--- src/hdl/ssio_defines.svh ---
// Purpose: offsets, field positions and reset values of the serial port
// Assumes: 32-bit word registers on an AHB-Lite slave
// Notes: definitions only
`ifndef SSIO_DEFINES_SVH
`define SSIO_DEFINES_SVH
// register byte offsets
`define SSIO_CTRL_OFS 8'h00
`define SSIO_BUF_OFS 8'h04
`define SSIO_STAT_OFS 8'h20
// control field positions
`define SSIO_CTRL_RUN 7
`define SSIO_CTRL_EDGE 6
`define SSIO_CTRL_CKS_HI 5
`define SSIO_CTRL_CKS_LO 3
`define SSIO_CTRL_DIR 2
// status field positions
`define SSIO_ST_ACTIVE 7
`define SSIO_ST_SHIFT 6
`define SSIO_ST_OVR 5
`define SSIO_ST_RXDONE 4
`define SSIO_ST_UNDR 3
`define SSIO_ST_TXPEND 2
// reset values and constants
`define SSIO_CTRL_RST 8'h00
`define SSIO_STAT_RST 8'h00
`define SSIO_CKS_EXT 3'h7
`define SSIO_BITS 4'h8
`endif

--- src/hdl/ssio_pkg.sv ---
// Purpose: types shared by the serial port
// Assumes: field layout from ssio_defines.svh
// Notes: no constants of timing here
package ssio_pkg;
   // transfer mode codes
   typedef enum logic [1:0] {SSIO_OFF = 2'h0, SSIO_TX = 2'h1, SSIO_RX = 2'h2,
      SSIO_TXRX = 2'h3} ssio_mode_t;
   // control register image
   typedef struct packed {
      logic run;
      logic edgeSel;
      logic [2:0] clkSel;
      logic bitOrder;
      ssio_mode_t mode;
   } ssio_ctrl_t;
   // whole state of the block
   typedef struct packed {
      logic [1:0] ckSync;
      logic ckPrev;
      logic [1:0] inSync;
      logic wrPend;
      logic [7:0] wAddr;
      ssio_ctrl_t ctrl;
      logic [7:0] dataBuf;
      logic [7:0] shReg;
      logic [3:0] bitCnt;
      logic launched;
      logic active;
      logic shifting;
      logic txPending;
      logic rxDone;
      logic overrun;
      logic underrun;
      logic stopReq;
      logic sclk;
      logic [8:0] divCnt;
      logic serialOut;
      logic irq;
      logic [31:0] rdata;
   } ssio_state_t;
endpackage

--- src/hdl/ssio_top.sv ---
// Purpose: clocked serial port, 8-bit transmit and 8-bit receive modes
// Assumes: clk 20 MHz, sys_rst synchronous active high, AHB-Lite slave
// Notes: the link clock pin is sampled by clk, so it must be slow
//
// The register offsets and register access over AHB-Lite were left to the implementer.
`timescale 1ns/1ns
`include "ssio_defines.svh"

module ssio_top
(
   // clock and reset
   input wire logic clk,
   input wire logic sys_rst,
   // ahb-lite slave
   input wire logic hsel,
   input wire logic [31:0] haddr,
   input wire logic [1:0] htrans,
   input wire logic hwrite,
   input wire logic [2:0] hsize,
   input wire logic [31:0] hwdata,
   input wire logic hready,
   output logic hreadyout,
   output logic hresp,
   output logic [31:0] hrdata,
   // serial pins
   input wire logic serialClockIn,
   output logic serialClockOut,
   output logic serialClockOe,
   output logic serialOut,
   input wire logic serialIn,
   // event output
   output logic serialIrq
);

   ssio_pkg::ssio_state_t q, d;
   logic addrOk, wrCtrl, wrBuf, rdBuf, rdStat, extClk, txMode, rxMode;
   logic rise, fall, launchEv, sampleEv, byteDone, idleLvl;
   logic [8:0] half;
   logic [7:0] statusImg, txBit;
   ssio_pkg::ssio_ctrl_t newCtrl;

   // ***************************************************************
   // bus decode and edge events
   // ***************************************************************

   // accepted address phase; writes act in the data phase
   assign addrOk = hsel & hready & htrans[1];
   assign wrCtrl = q.wrPend & (q.wAddr == `SSIO_CTRL_OFS);
   assign wrBuf = q.wrPend & (q.wAddr == `SSIO_BUF_OFS);
   assign rdBuf = addrOk & ~hwrite & (haddr[7:0] == `SSIO_BUF_OFS);
   assign rdStat = addrOk & ~hwrite & (haddr[7:0] == `SSIO_STAT_OFS);
   assign newCtrl = ssio_pkg::ssio_ctrl_t'(hwdata[7:0]);
   assign extClk = (q.ctrl.clkSel == `SSIO_CKS_EXT);
   assign txMode = (q.ctrl.mode == ssio_pkg::SSIO_TX);
   assign rxMode = (q.ctrl.mode == ssio_pkg::SSIO_RX);
   // idle level chosen so the first edge out of idle is a launch edge
   assign idleLvl = ~q.ctrl.edgeSel;
   // half period in clk cycles: 2^8 for code 0, else 2^(6-code)
   assign half = 9'(9'h001 << ((q.ctrl.clkSel == 3'h0) ? 4'h8 :
      4'(3'h6 - q.ctrl.clkSel)));

   // edges of the shift clock, internal toggle or synchronised pin
   always_comb
   begin
      if (extClk)
      begin
         rise = q.ckSync[1] & ~q.ckPrev;
         fall = ~q.ckSync[1] & q.ckPrev;
      end
      else
      begin
         rise = q.active & q.shifting & (q.divCnt == half - 9'h001) & ~q.sclk;
         fall = q.active & q.shifting & (q.divCnt == half - 9'h001) & q.sclk;
      end
   end

   assign launchEv = q.active & (txMode | rxMode) & (q.ctrl.edgeSel ? rise : fall);
   assign sampleEv = q.active & (txMode | rxMode) & (q.ctrl.edgeSel ? fall : rise);
   // a byte ends on its eighth counted sample edge
   assign byteDone = sampleEv & q.shifting & q.launched
      & (q.bitCnt == `SSIO_BITS - 4'h1);
   assign txBit = q.ctrl.bitOrder ? {7'h00, q.shReg[7]} : {7'h00, q.shReg[0]};

   // status image, low two bits read as zero
   assign statusImg = {q.active, q.shifting, q.overrun, q.rxDone, q.underrun,
      q.txPending, 2'h0};

   // ***************************************************************
   // next-state logic
   // ***************************************************************

   // order matters: read clears first, hardware sets after so sets win; a forced stop comes after both, then the buffer write
   always_comb
   begin
      d = q;
      d.irq = 1'b0;
      d.ckSync = {q.ckSync[0], serialClockIn};
      d.ckPrev = q.ckSync[1];
      d.inSync = {q.inSync[0], serialIn};
      d.wrPend = addrOk & hwrite;
      d.wAddr = haddr[7:0];
      // read data registered in the address phase, unmapped reads zero
      d.rdata = 32'h0000_0000;
      if (addrOk & ~hwrite)
      begin
         unique case (haddr[7:0])
            `SSIO_CTRL_OFS: d.rdata = {24'h000000, q.ctrl};
            `SSIO_BUF_OFS: d.rdata = {24'h000000, q.dataBuf};
            `SSIO_STAT_OFS: d.rdata = {24'h000000, statusImg};
            default: d.rdata = 32'h0000_0000;
         endcase
      end

      // read side effects
      if (rdBuf)
      begin
         d.rxDone = 1'b0;
         // internal receive resumes once the buffer is read
         if (rxMode & q.active & ~q.shifting & ~extClk)
         begin
            d.shifting = 1'b1;
            d.bitCnt = 4'h0;
            d.launched = 1'b0;
         end
      end
      if (rdStat)
      begin
         d.overrun = 1'b0;
         d.underrun = 1'b0;
      end

      // internal clock divider, runs only while shifting
      if (~extClk & q.active & q.shifting)
      begin
         if (q.divCnt == half - 9'h001)
         begin
            d.divCnt = 9'h000;
            d.sclk = ~q.sclk;
         end
         else
            d.divCnt = q.divCnt + 9'h001;
      end

      // launch edge: next transmit bit goes out
      if (launchEv)
      begin
         if (q.shifting)
         begin
            d.launched = 1'b1;
            if (txMode)
            begin
               d.serialOut = txBit[0];
               d.shReg = q.ctrl.bitOrder ? {q.shReg[6:0], 1'b0} : {1'b0, q.shReg[7:1]};
            end
         end
         else if (txMode & extClk & ~q.stopReq)
         begin
            // clock with nothing loaded: stale contents go out as junk
            d.underrun = 1'b1;
            d.shifting = 1'b1;
            d.launched = 1'b1;
            d.bitCnt = 4'h0;
            d.serialOut = txBit[0];
            d.shReg = q.ctrl.bitOrder ? {q.shReg[6:0], 1'b0} : {1'b0, q.shReg[7:1]};
         end
      end

      // sample edge: count the bit, shift input in when receiving
      if (sampleEv & q.shifting & q.launched)
      begin
         d.bitCnt = q.bitCnt + 4'h1;
         if (rxMode)
            d.shReg = q.ctrl.bitOrder ? {q.shReg[6:0], q.inSync[1]} :
               {q.inSync[1], q.shReg[7:1]};
      end

      // end of byte
      if (byteDone)
      begin
         d.bitCnt = 4'h0;
         d.launched = 1'b0;
         if (txMode)
         begin
            if (q.stopReq)
            begin
               // reserved stop: pending byte is dropped
               d.active = 1'b0;
               d.shifting = 1'b0;
               d.txPending = 1'b0;
               d.stopReq = 1'b0;
               d.irq = 1'b1;
               if (~extClk)
                  d.serialOut = 1'b1;
            end
            else if (q.txPending)
            begin
               d.shReg = q.dataBuf;
               d.txPending = 1'b0;
               d.irq = 1'b1;
            end
            else
            begin
               d.shifting = 1'b0;
               if (~extClk)
                  d.serialOut = 1'b1;
            end
         end
         else
         begin
            d.irq = 1'b1;
            if (q.rxDone & extClk)
               d.overrun = 1'b1;
            else
            begin
               d.dataBuf = d.shReg;
               d.rxDone = 1'b1;
            end
            if (q.stopReq)
            begin
               d.active = 1'b0;
               d.shifting = 1'b0;
               d.stopReq = 1'b0;
            end
            else if (~extClk)
               d.shifting = 1'b0;
         end
      end

      // control register write
      if (wrCtrl)
      begin
         if (newCtrl.mode == ssio_pkg::SSIO_OFF)
         begin
            // forced stop wins over everything in flight
            d.ctrl.mode = ssio_pkg::SSIO_OFF;
            d.ctrl.run = 1'b0;
            if (~q.active)
            begin
               d.ctrl.edgeSel = newCtrl.edgeSel;
               d.ctrl.clkSel = newCtrl.clkSel;
               d.ctrl.bitOrder = newCtrl.bitOrder;
            end
            d.active = 1'b0;
            d.shifting = 1'b0;
            d.txPending = 1'b0;
            d.rxDone = 1'b0;
            d.overrun = 1'b0;
            d.underrun = 1'b0;
            d.stopReq = 1'b0;
            d.bitCnt = 4'h0;
            d.launched = 1'b0;
            d.serialOut = 1'b1;
         end
         else if (~q.active)
         begin
            d.ctrl = newCtrl;
            if (newCtrl.run & (newCtrl.mode == ssio_pkg::SSIO_TX
               || newCtrl.mode == ssio_pkg::SSIO_RX))
            begin
               d.active = 1'b1;
               d.shifting = 1'b1;
               d.bitCnt = 4'h0;
               d.launched = 1'b0;
               d.stopReq = 1'b0;
               d.divCnt = 9'h000;
               if (newCtrl.mode == ssio_pkg::SSIO_TX)
               begin
                  d.shReg = q.dataBuf;
                  d.irq = 1'b1;
               end
            end
         end
         else if (~newCtrl.run & q.ctrl.run)
         begin
            // only run clear or mode 00 is honoured while active
            d.ctrl.run = 1'b0;
            if (~d.shifting & d.active)
            begin
               d.active = 1'b0;
               d.txPending = 1'b0;
               d.irq = txMode;
               if (txMode & ~extClk)
                  d.serialOut = 1'b1;
            end
            else if (d.active)
               d.stopReq = 1'b1;
         end
      end

      // data buffer write
      if (wrBuf)
      begin
         d.dataBuf = hwdata[7:0];
         if (txMode & d.active & ~d.stopReq)
         begin
            if (~d.shifting)
            begin
               d.shReg = hwdata[7:0];
               d.shifting = 1'b1;
               d.bitCnt = 4'h0;
               d.launched = 1'b0;
               d.irq = 1'b1;
            end
            else
               d.txPending = 1'b1;
         end
      end

      // internal clock parks at idle level whenever not shifting
      if (~d.active | ~d.shifting | (d.ctrl.clkSel == `SSIO_CKS_EXT))
      begin
         d.sclk = ~d.ctrl.edgeSel;
         d.divCnt = 9'h000;
      end
   end

   // ***************************************************************
   // state register
   // ***************************************************************

   // synchronous reset, every field to a constant
   always_ff @(posedge clk)
   begin
      if (sys_rst)
      begin
         q <= '0;
         q.ctrl <= ssio_pkg::ssio_ctrl_t'(`SSIO_CTRL_RST);
         q.sclk <= 1'b1;
         q.serialOut <= 1'b1;
      end
      else
         q <= d;
   end

   // outputs; bus never waits and always answers okay
   assign hreadyout = 1'b1;
   assign hresp = 1'b0;
   assign hrdata = q.rdata;
   assign serialClockOut = q.sclk;
   assign serialClockOe = ~extClk & (q.ctrl.mode != ssio_pkg::SSIO_OFF);
   assign serialOut = q.serialOut;
   assign serialIrq = q.irq;
endmodule

--- config.mk ---
export PLATFORM = sky130hd
export DESIGN_NAME = ssio_top
export DESIGN_NICKNAME = d
export VERILOG_FILES = /design/src/hdl/ssio_pkg.sv /design/src/hdl/ssio_top.sv
export VERILOG_INCLUDE_DIRS = /design/src /design/src/hdl
export SDC_FILE = /design/constraint.sdc
export NUM_CORES = 1
export LEC_CHECK = 0
export ABC_CLOCK_PERIOD_IN_PS = 7200
export BUFFER_PORTS_ARGS = -buffer_cell sky130_fd_sc_hd__buf_2
export CAP_MARGIN = 25
export CORE_UTILIZATION = 50
export CTS_CLUSTER_SIZE = 8
export DETAILED_ROUTE_END_ITERATION = 10
export MAX_ROUTING_LAYER = met4
export PLACE_DENSITY = 0.8
export SLEW_MARGIN = 20
export SYNTH_ARGS = -nofsm -noshare
export SYNTH_HDL_FRONTEND = slang
export SYNTH_SLANG_ARGS = --single-unit
export TNS_END_PERCENT = 100
--- constraint.sdc ---
create_clock -name clk -period 7.2 [get_ports clk]
set_input_delay 1.44 -clock clk [delete_from_list [all_inputs] [get_ports clk]]
set_output_delay 1.44 -clock clk [all_outputs]
set_load 0.03 [all_outputs]
==> results of run 1 <==
==> cell type report <==
| type | count | area, um2 |
|---|---|---|
| Sequential cell | 70 | 1400 |
| Tap cell | 105 | 131 |
| Inverter | 11 | 41.3 |
| Multi-Input combinational cell | 413 | 2600 |
| Clock inverter | 6 | 70.1 |
| Timing Repair Buffer | 35 | 175 |
| Clock buffer | 10 | 128 |
| Fill cell | 807 | 3790 |
==> state kept, by name, summed over array words and instances, names as in the netlist <==
name and count:
serialIrq 1, hrdata 8, serialClockOut 1, d 3, serialOut 1, q 56
==> report_power, final <==
part / internal, uW / total, uW / switching [uW] / leakage, uW
Combinational: 11.2 / 48.0 / 36.9 / 0.00108
Sequential: 391 / 393 / 2.12 / 0.000567
Clock: 162 / 326 / 163 / 0.0000895
==> metrics by stage <==
step                total power (uW)  hold WS (ns)  worst slack [ns]
global route                     791         0.470              2.82
finish                           766         0.445              3.09
CTS                              769         0.451              3.17
global placement                 448         0.418              2.96
detailed placement               449         0.434              2.94
floorplan                        446         0.414              3.90
==> how the worst max path moves through the flow <==
stage,cells past startpoint,slack [ns],end,from
5_1_grt,12,2.82,q[64],q[76]
2_1_floorplan,9,3.90,q[62],hwrite
3_5_place_dp,10,2.94,q[54],hwrite
6_report,12,3.09,q[71],q[76]
3_3_place_gp,10,2.96,q[54],hwrite
4_1_cts,12,3.17,q[71],q[76]
==> cell usage after synthesis, types with 8 or more instances <==
cell type and instances:
nand4_1 8, o21ai_0 19, nand3_1 17, xor2_1 10, inv_1 11, nor2_1 67
mux2i_1 17, buf_4 37, dfxtp_1 70, clkbuf_1 10, nor2b_1 16, a21oi_1 34
a211oi_1 9, nand2_1 44, and3_1 9, ha_1 8, mux2_2 12
==> routing by layer <==
metal,vias to the layer above,part of all wire
met5,-,0
met1,1847,0.44
met2,190,0.46
li1,1870,-
met4,0,0.026
met3,31,0.068
==> kinds of logic (layout without fill, tap and decap cells) <==
| group | after synthesis | count (layout) | synth area share |
|---|---|---|---|
| AND/OR/NAND/NOR | 213 | 213 | 0.253 |
| buffers and inverters | 70 | 62 | 0.104 |
| multiplexers | 29 | 29 | 0.0699 |
| XOR/XNOR | 14 | 14 | 0.0281 |
| flip-flops | 70 | 70 | 0.321 |
| AO/OA/AOI/OAI | 123 | 123 | 0.199 |
| adder cells (fa/ha/maj) | 8 | 8 | 0.0229 |
| other | 2 | 26 | 0.00172 |
==> flow_metrics.env, run 1 <==
export IMPL_run_status="finished clean"
export IMPL_floorplan_initialDensity=0.523
export IMPL_power_leakage_uw=0.00174
export IMPL_tightestPinTransition_ns=1.03
export IMPL_path_common_cell="o21ai_0"
export IMPL_post_cts_setup_buffer_count=0
export IMPL_worstSetupPathType="reg -> reg"
export IMPL_hold_path_end="d[91]"
export IMPL_holdCritPathClass="reg -> reg"
export IMPL_place_port_buffers=35
export IMPL_synthDistinctLibCells=78
export IMPL_rr_startpoint="q[76]"
export IMPL_floorplan_rows=33
export IMPL_finalSetupViolations=0
export IMPL_crit_chain="nand2_1, or2_2, ha_1, o21ai_0, o21ai_0, a222oi_1, nand4b_2, nor2_1, a21boi_1, a211oi_4, and3_1, o22ai_1"
export IMPL_via_per_inst=6.06
export IMPL_clock_path_buffers=2
export IMPL_synth_area_leader_cell="dfxtp_1"
export IMPL_grt_start_max_net_pins=44
export IMPL_grt_setup_unrepaired="no"
export IMPL_die_height_um=95.4
export IMPL_dpl_cell_count=634
export IMPL_grtUsageMet3=0.0574
export IMPL_ctsResizeCount=0
export IMPL_finished_layout_cells=650
export IMPL_htree_levels=3
export IMPL_route_detailed_wl_per_inst_um=16.7
export IMPL_worst_ir_drop_on_vdd_mv=0.134
export IMPL_timing_max_slew_rel_slack=0.303
export IMPL_core_um2=8340
export IMPL_worst_case_reg_to_reg_path_depth=12
export IMPL_synth_top_cell_area_share=0.321
export IMPL_synthesis_area_um2=4370
export IMPL_number_of_hold_slack_violations_in_the_final_timing_report=0
export IMPL_clock_skew_ns=0.0104
export IMPL_place_area_um2=4350
export IMPL_globalRouteMet1Util=0.334
export IMPL_period_utilization_post_route=0.571
export IMPL_gp_congestion=1.01
export IMPL_critical_path_slowest_cell="dfxtp_1"
export IMPL_pwr_density_cell_nw_per_um2=169
export IMPL_worstPathBufferInverterCount=0
export IMPL_drv_max_cap_violation_count=0
export IMPL_timing_critical_path_fanout_max=19
export IMPL_numCtsBuffers=9
export IMPL_grt_first_pass_wirelength_um=17600
export IMPL_fp_dieArea_um2=9110
export IMPL_cts_hold_repair_buffers=0
export IMPL_worst_setup_path_start_kind="register"
export IMPL_syn_mean_instance_area_um2=8.25
export IMPL_cts_sinks=70
export IMPL_grt_overflow_total=0
export IMPL_drive_above_1_share=0.138
export IMPL_final_cell_area_um2=4550
export IMPL_critical_path_required_ns=7.42
export IMPL_layout_core_utilization=0.545
export IMPL_drt_initial_drc_count=337
export IMPL_synth_top_flop_cell="dfxtp_1"
export IMPL_hp_start="d[93]"
export IMPL_layout_common_cells="dfxtp_1, nor2_1, nand2_1"
export IMPL_first_global_vias=3556
export IMPL_synthesis_instances=529
export IMPL_io_pins=114
export IMPL_final_antenna_net_count=0
export IMPL_cts_tree="built"
export IMPL_die_x_um=95.4
export IMPL_fin_tns_setup_ns=0
export IMPL_final_routed_wirelength_um=10800
export IMPL_crit_arrival_ns=4.34
export IMPL_global_route_usage_total=0.261
export IMPL_synth_area_leaders="dfxtp_1, buf_4, nor2_1, a21oi_1, mux2i_1"
export IMPL_count_of_synthesis_stage_warnings_from_yosys=0
export IMPL_critPathCaptureType="register"
export IMPL_synth_async_sr_flop_share=0
export IMPL_timing_hold_worst_path_depth=1
export IMPL_period_minus_slack_ns=4.11
export IMPL_drt_first_pass_iters=7
export IMPL_crit_path_max_incr_delay_ns=0.68
export IMPL_rrSetupSlack_ns=3.09
export IMPL_seq_area_frac_synth=0.321
export IMPL_synth_seq_cells=70
export IMPL_r2r_end="q[71]"
export IMPL_antenna_cells=0
export IMPL_global_route_peak_usage_layer="met2"
export IMPL_gr_usage_met2=0.399
export IMPL_dpl_hpwl_um=7840
export IMPL_timing_fmax_mhz=243
export IMPL_flow_area_growth_from_synthesis_pct=4.13
export IMPL_path_clk_slew_ns=0.08
export IMPL_root_buffer="clkbuf_8"
export IMPL_layout_nets=624
export IMPL_grt_antenna_before_repair=0
export IMPL_via_count=3938
export IMPL_clock_insertion_delay_worst_skew_ns=0.36
export IMPL_synth_edff_count=0
export IMPL_mostFrequentLayoutCell="dfxtp_1"
export IMPL_drt_drc_violations_left=0
export IMPL_timing_max_transition_violations_final=0
export IMPL_path_delay_family="compound AO/OA/AOI/OAI gates"
(Power assumes the default switching activity.)
==> inputs of run 2 (changes only) <==
--- a/config.mk
+++ b/config.mk
@@ -6,10 +6,10 @@
 export SDC_FILE = /design/constraint.sdc
 export NUM_CORES = 1
 export LEC_CHECK = 0
-export ABC_CLOCK_PERIOD_IN_PS = 7200
+export ABC_CLOCK_PERIOD_IN_PS = 3500
 export BUFFER_PORTS_ARGS = -buffer_cell sky130_fd_sc_hd__buf_2
 export CAP_MARGIN = 25
-export CORE_UTILIZATION = 50
+export CORE_UTILIZATION = 48
 export CTS_CLUSTER_SIZE = 8
 export DETAILED_ROUTE_END_ITERATION = 10
 export MAX_ROUTING_LAYER = met4
==> constraint.sdc (replaced) <==
create_clock -name clk -period 3.5 [get_ports clk]
set_input_delay 0.7 -clock clk [delete_from_list [all_inputs] [get_ports clk]]
set_output_delay 0.7 -clock clk [all_outputs]
set_load 0.03 [all_outputs]
==> run 2 against run 1 <==
Sequential cell count stayed put. Power rose by 110%. Via count grew 1.2%. Wire length grew 4.2%. Cell area up 5.0%. Clock power is 100% higher. Critical path depth increased by 1. Hold slack got worse by 0.0041 ns. Maximum frequency grew 24%. Setup slack got worse by 2.9 ns. Critical endpoint is now serialClockOut.
==> flow_metrics.env, run 2 (synthesized netlist as in run 1, its figures left out) <==
export IMPL_die_x_um=97.4
export IMPL_fp_dieArea_um2=9480
export IMPL_max_flop_register="q"
export IMPL_cts_hold_repair_buffers=0
export IMPL_place_area_um2=4540
export IMPL_first_global_vias=3681
export IMPL_grt_antenna_before_repair=0
export IMPL_mostFrequentLayoutCell="dfxtp_1"
export IMPL_root_buffer="clkbuf_8"
export IMPL_power_frac_clock=0.423
export IMPL_pwr_density_cell_nw_per_um2=329
export IMPL_ctsResizeCount=0
export IMPL_via_count=3986
export IMPL_grt_first_pass_wirelength_um=18100
export IMPL_holdCritPathClass="reg -> reg"
export IMPL_power_leakage_uw=0.00187
export IMPL_die_height_um=97.4
export IMPL_timing_max_slew_rel_slack=0.575
export IMPL_drive_above_1_share=0.181
export IMPL_layout_nets=649
export IMPL_cts_sinks=70
export IMPL_global_route_usage_total=0.246
export IMPL_final_antenna_net_count=0
export IMPL_antenna_cells=0
export IMPL_worst_setup_path_start_kind="register"
export IMPL_comb_power_share=0.064
export IMPL_timing_fmax_mhz=302
export IMPL_total_switching_power_uw=411
export IMPL_period_utilization_post_route=0.946
export IMPL_run_status="finished clean"
export IMPL_clock_insertion_delay_worst_skew_ns=0.35
export IMPL_critical_path_required_ns=3.80
export IMPL_floorplan_initialDensity=0.498
export IMPL_floorplan_rows=34
export IMPL_max_ffs_per_register=56
export IMPL_crit_arrival_ns=3.61
export IMPL_via_per_inst=5.88
export IMPL_flow_area_growth_from_synthesis_pct=9.37
export IMPL_fin_tns_setup_ns=0
export IMPL_timing_critical_path_fanout_max=6
export IMPL_worst_ir_drop_on_vdd_mv=0.242
export IMPL_drt_first_pass_iters=6
export IMPL_core_um2=8760
export IMPL_fillCellCount=819
export IMPL_tightestPinTransition_ns=0.634
export IMPL_grt_overflow_total=0
export IMPL_timing_max_transition_violations_final=0
export IMPL_clock_path_buffers=2
export IMPL_drt_initial_drc_count=244
export IMPL_swShare=0.261
export IMPL_drt_drc_violations_left=0
export IMPL_dpl_hpwl_um=8400
export IMPL_path_clk_slew_ns=0.08
export IMPL_grt_setup_unrepaired="no"
export IMPL_final_cell_area_um2=4770
export IMPL_number_of_hold_slack_violations_in_the_final_timing_report=0
export IMPL_gp_congestion=1.07
export IMPL_hold_worst_slack_ns=0.441
export IMPL_worstSetupPathType="reg -> reg"
export IMPL_period_minus_slack_ns=3.31
export IMPL_critPathCaptureType="register"
export IMPL_route_detailed_wl_per_inst_um=16.7
export IMPL_finalSetupViolations=0
export IMPL_io_pins=114
export IMPL_layout_common_cells="dfxtp_1, nor2_1, nand2_1"
export IMPL_cts_tree="built"
export IMPL_htree_levels=3
export IMPL_drv_max_cap_violation_count=0
export IMPL_post_cts_setup_buffer_count=0
export IMPL_final_routed_wirelength_um=11300
export IMPL_grt_start_max_net_pins=33
export IMPL_place_port_buffers=35
export IMPL_numCtsBuffers=9
export IMPL_power_report_internal_total_uw=1160
export IMPL_clock_skew_ns=0.00943
export IMPL_seq_power_share=0.513
[run 2: cell count changes in the layout (fill, tap and decap cells not counted), sizes merged]
cell	before	now
buf	35	60
clkinv	0	2
clkinvlp	3	2
inv	13	12
[run 2: path summary, 6_finish.rpt]
kind	start	to	slack, ns	depth (start not counted)
worst max-delay path	q[76]	serialClockOut	0.19	13
worst min-delay path	d[93]	d[91]	0.44	1
worst max register to register	q[76]	serialClockOut	0.19	13
worst min register to register	d[93]	d[91]	0.44	1
[run 2: critical path, stage by stage (launching register included)]
cell      delay (ns)
dfxtp_1         0.35
nand2_1         0.11
or2_2           0.30
ha_1            0.22
buf_4           0.16
o311a_1         0.40
a31oi_4         0.19
nand4b_4        0.18
buf_4           0.20
o31ai_4         0.18
or3b_1          0.39
a31o_2          0.30
a31oi_2         0.17
a31o_1          0.11
[run 2: power groups by stage]
stage / logic [uW] / clock network (uW) / registers (uW)
floorplan: 92.5 / 0 / 825
global placement: 96.7 / 0 / 826
detailed placement: 98.9 / 0 / 826
CTS: 99.2 / 676 / 807
global route: 108 / 706 / 808
finish: 101 / 665 / 807
[run 2: per-stage QoR]
stage | instances | power (uW) | setup slack [ns] | util
2_1_floorplan | 553 | 917 | 0.283 | -
3_3_place_gp | 662 | 923 | 0.188 | 0.518
3_5_place_dp | 662 | 925 | 0.130 | 0.518
4_1_cts | 678 | 1580 | 0.0954 | 0.541
5_1_grt | 678 | 1620 | 0.0103 | 0.545
6_report | 678 | 1570 | 0.188 | 0.545
[run 2: area by class of cell]
| cell class | count | area, um2 | area share |
|---|---|---|---|
| multi-input combinational | 413 | 2640 | 0.552 |
| sequential | 70 | 1400 | 0.294 |
| timing repair buffer | 60 | 363 | 0.0760 |
| tap | 108 | 135 | 0.0283 |
| clock buffer | 10 | 128 | 0.0267 |
| clock inverter | 6 | 71.3 | 0.0149 |
| inverter | 11 | 41.3 | 0.00865 |
[run 2: routing by layer]
layer / track usage / wire, um
met2: 0.388 / 5270
met5: - / 0
met4: 0.0871 / 195
met1: 0.319 / 5070
met3: 0.0388 / 765
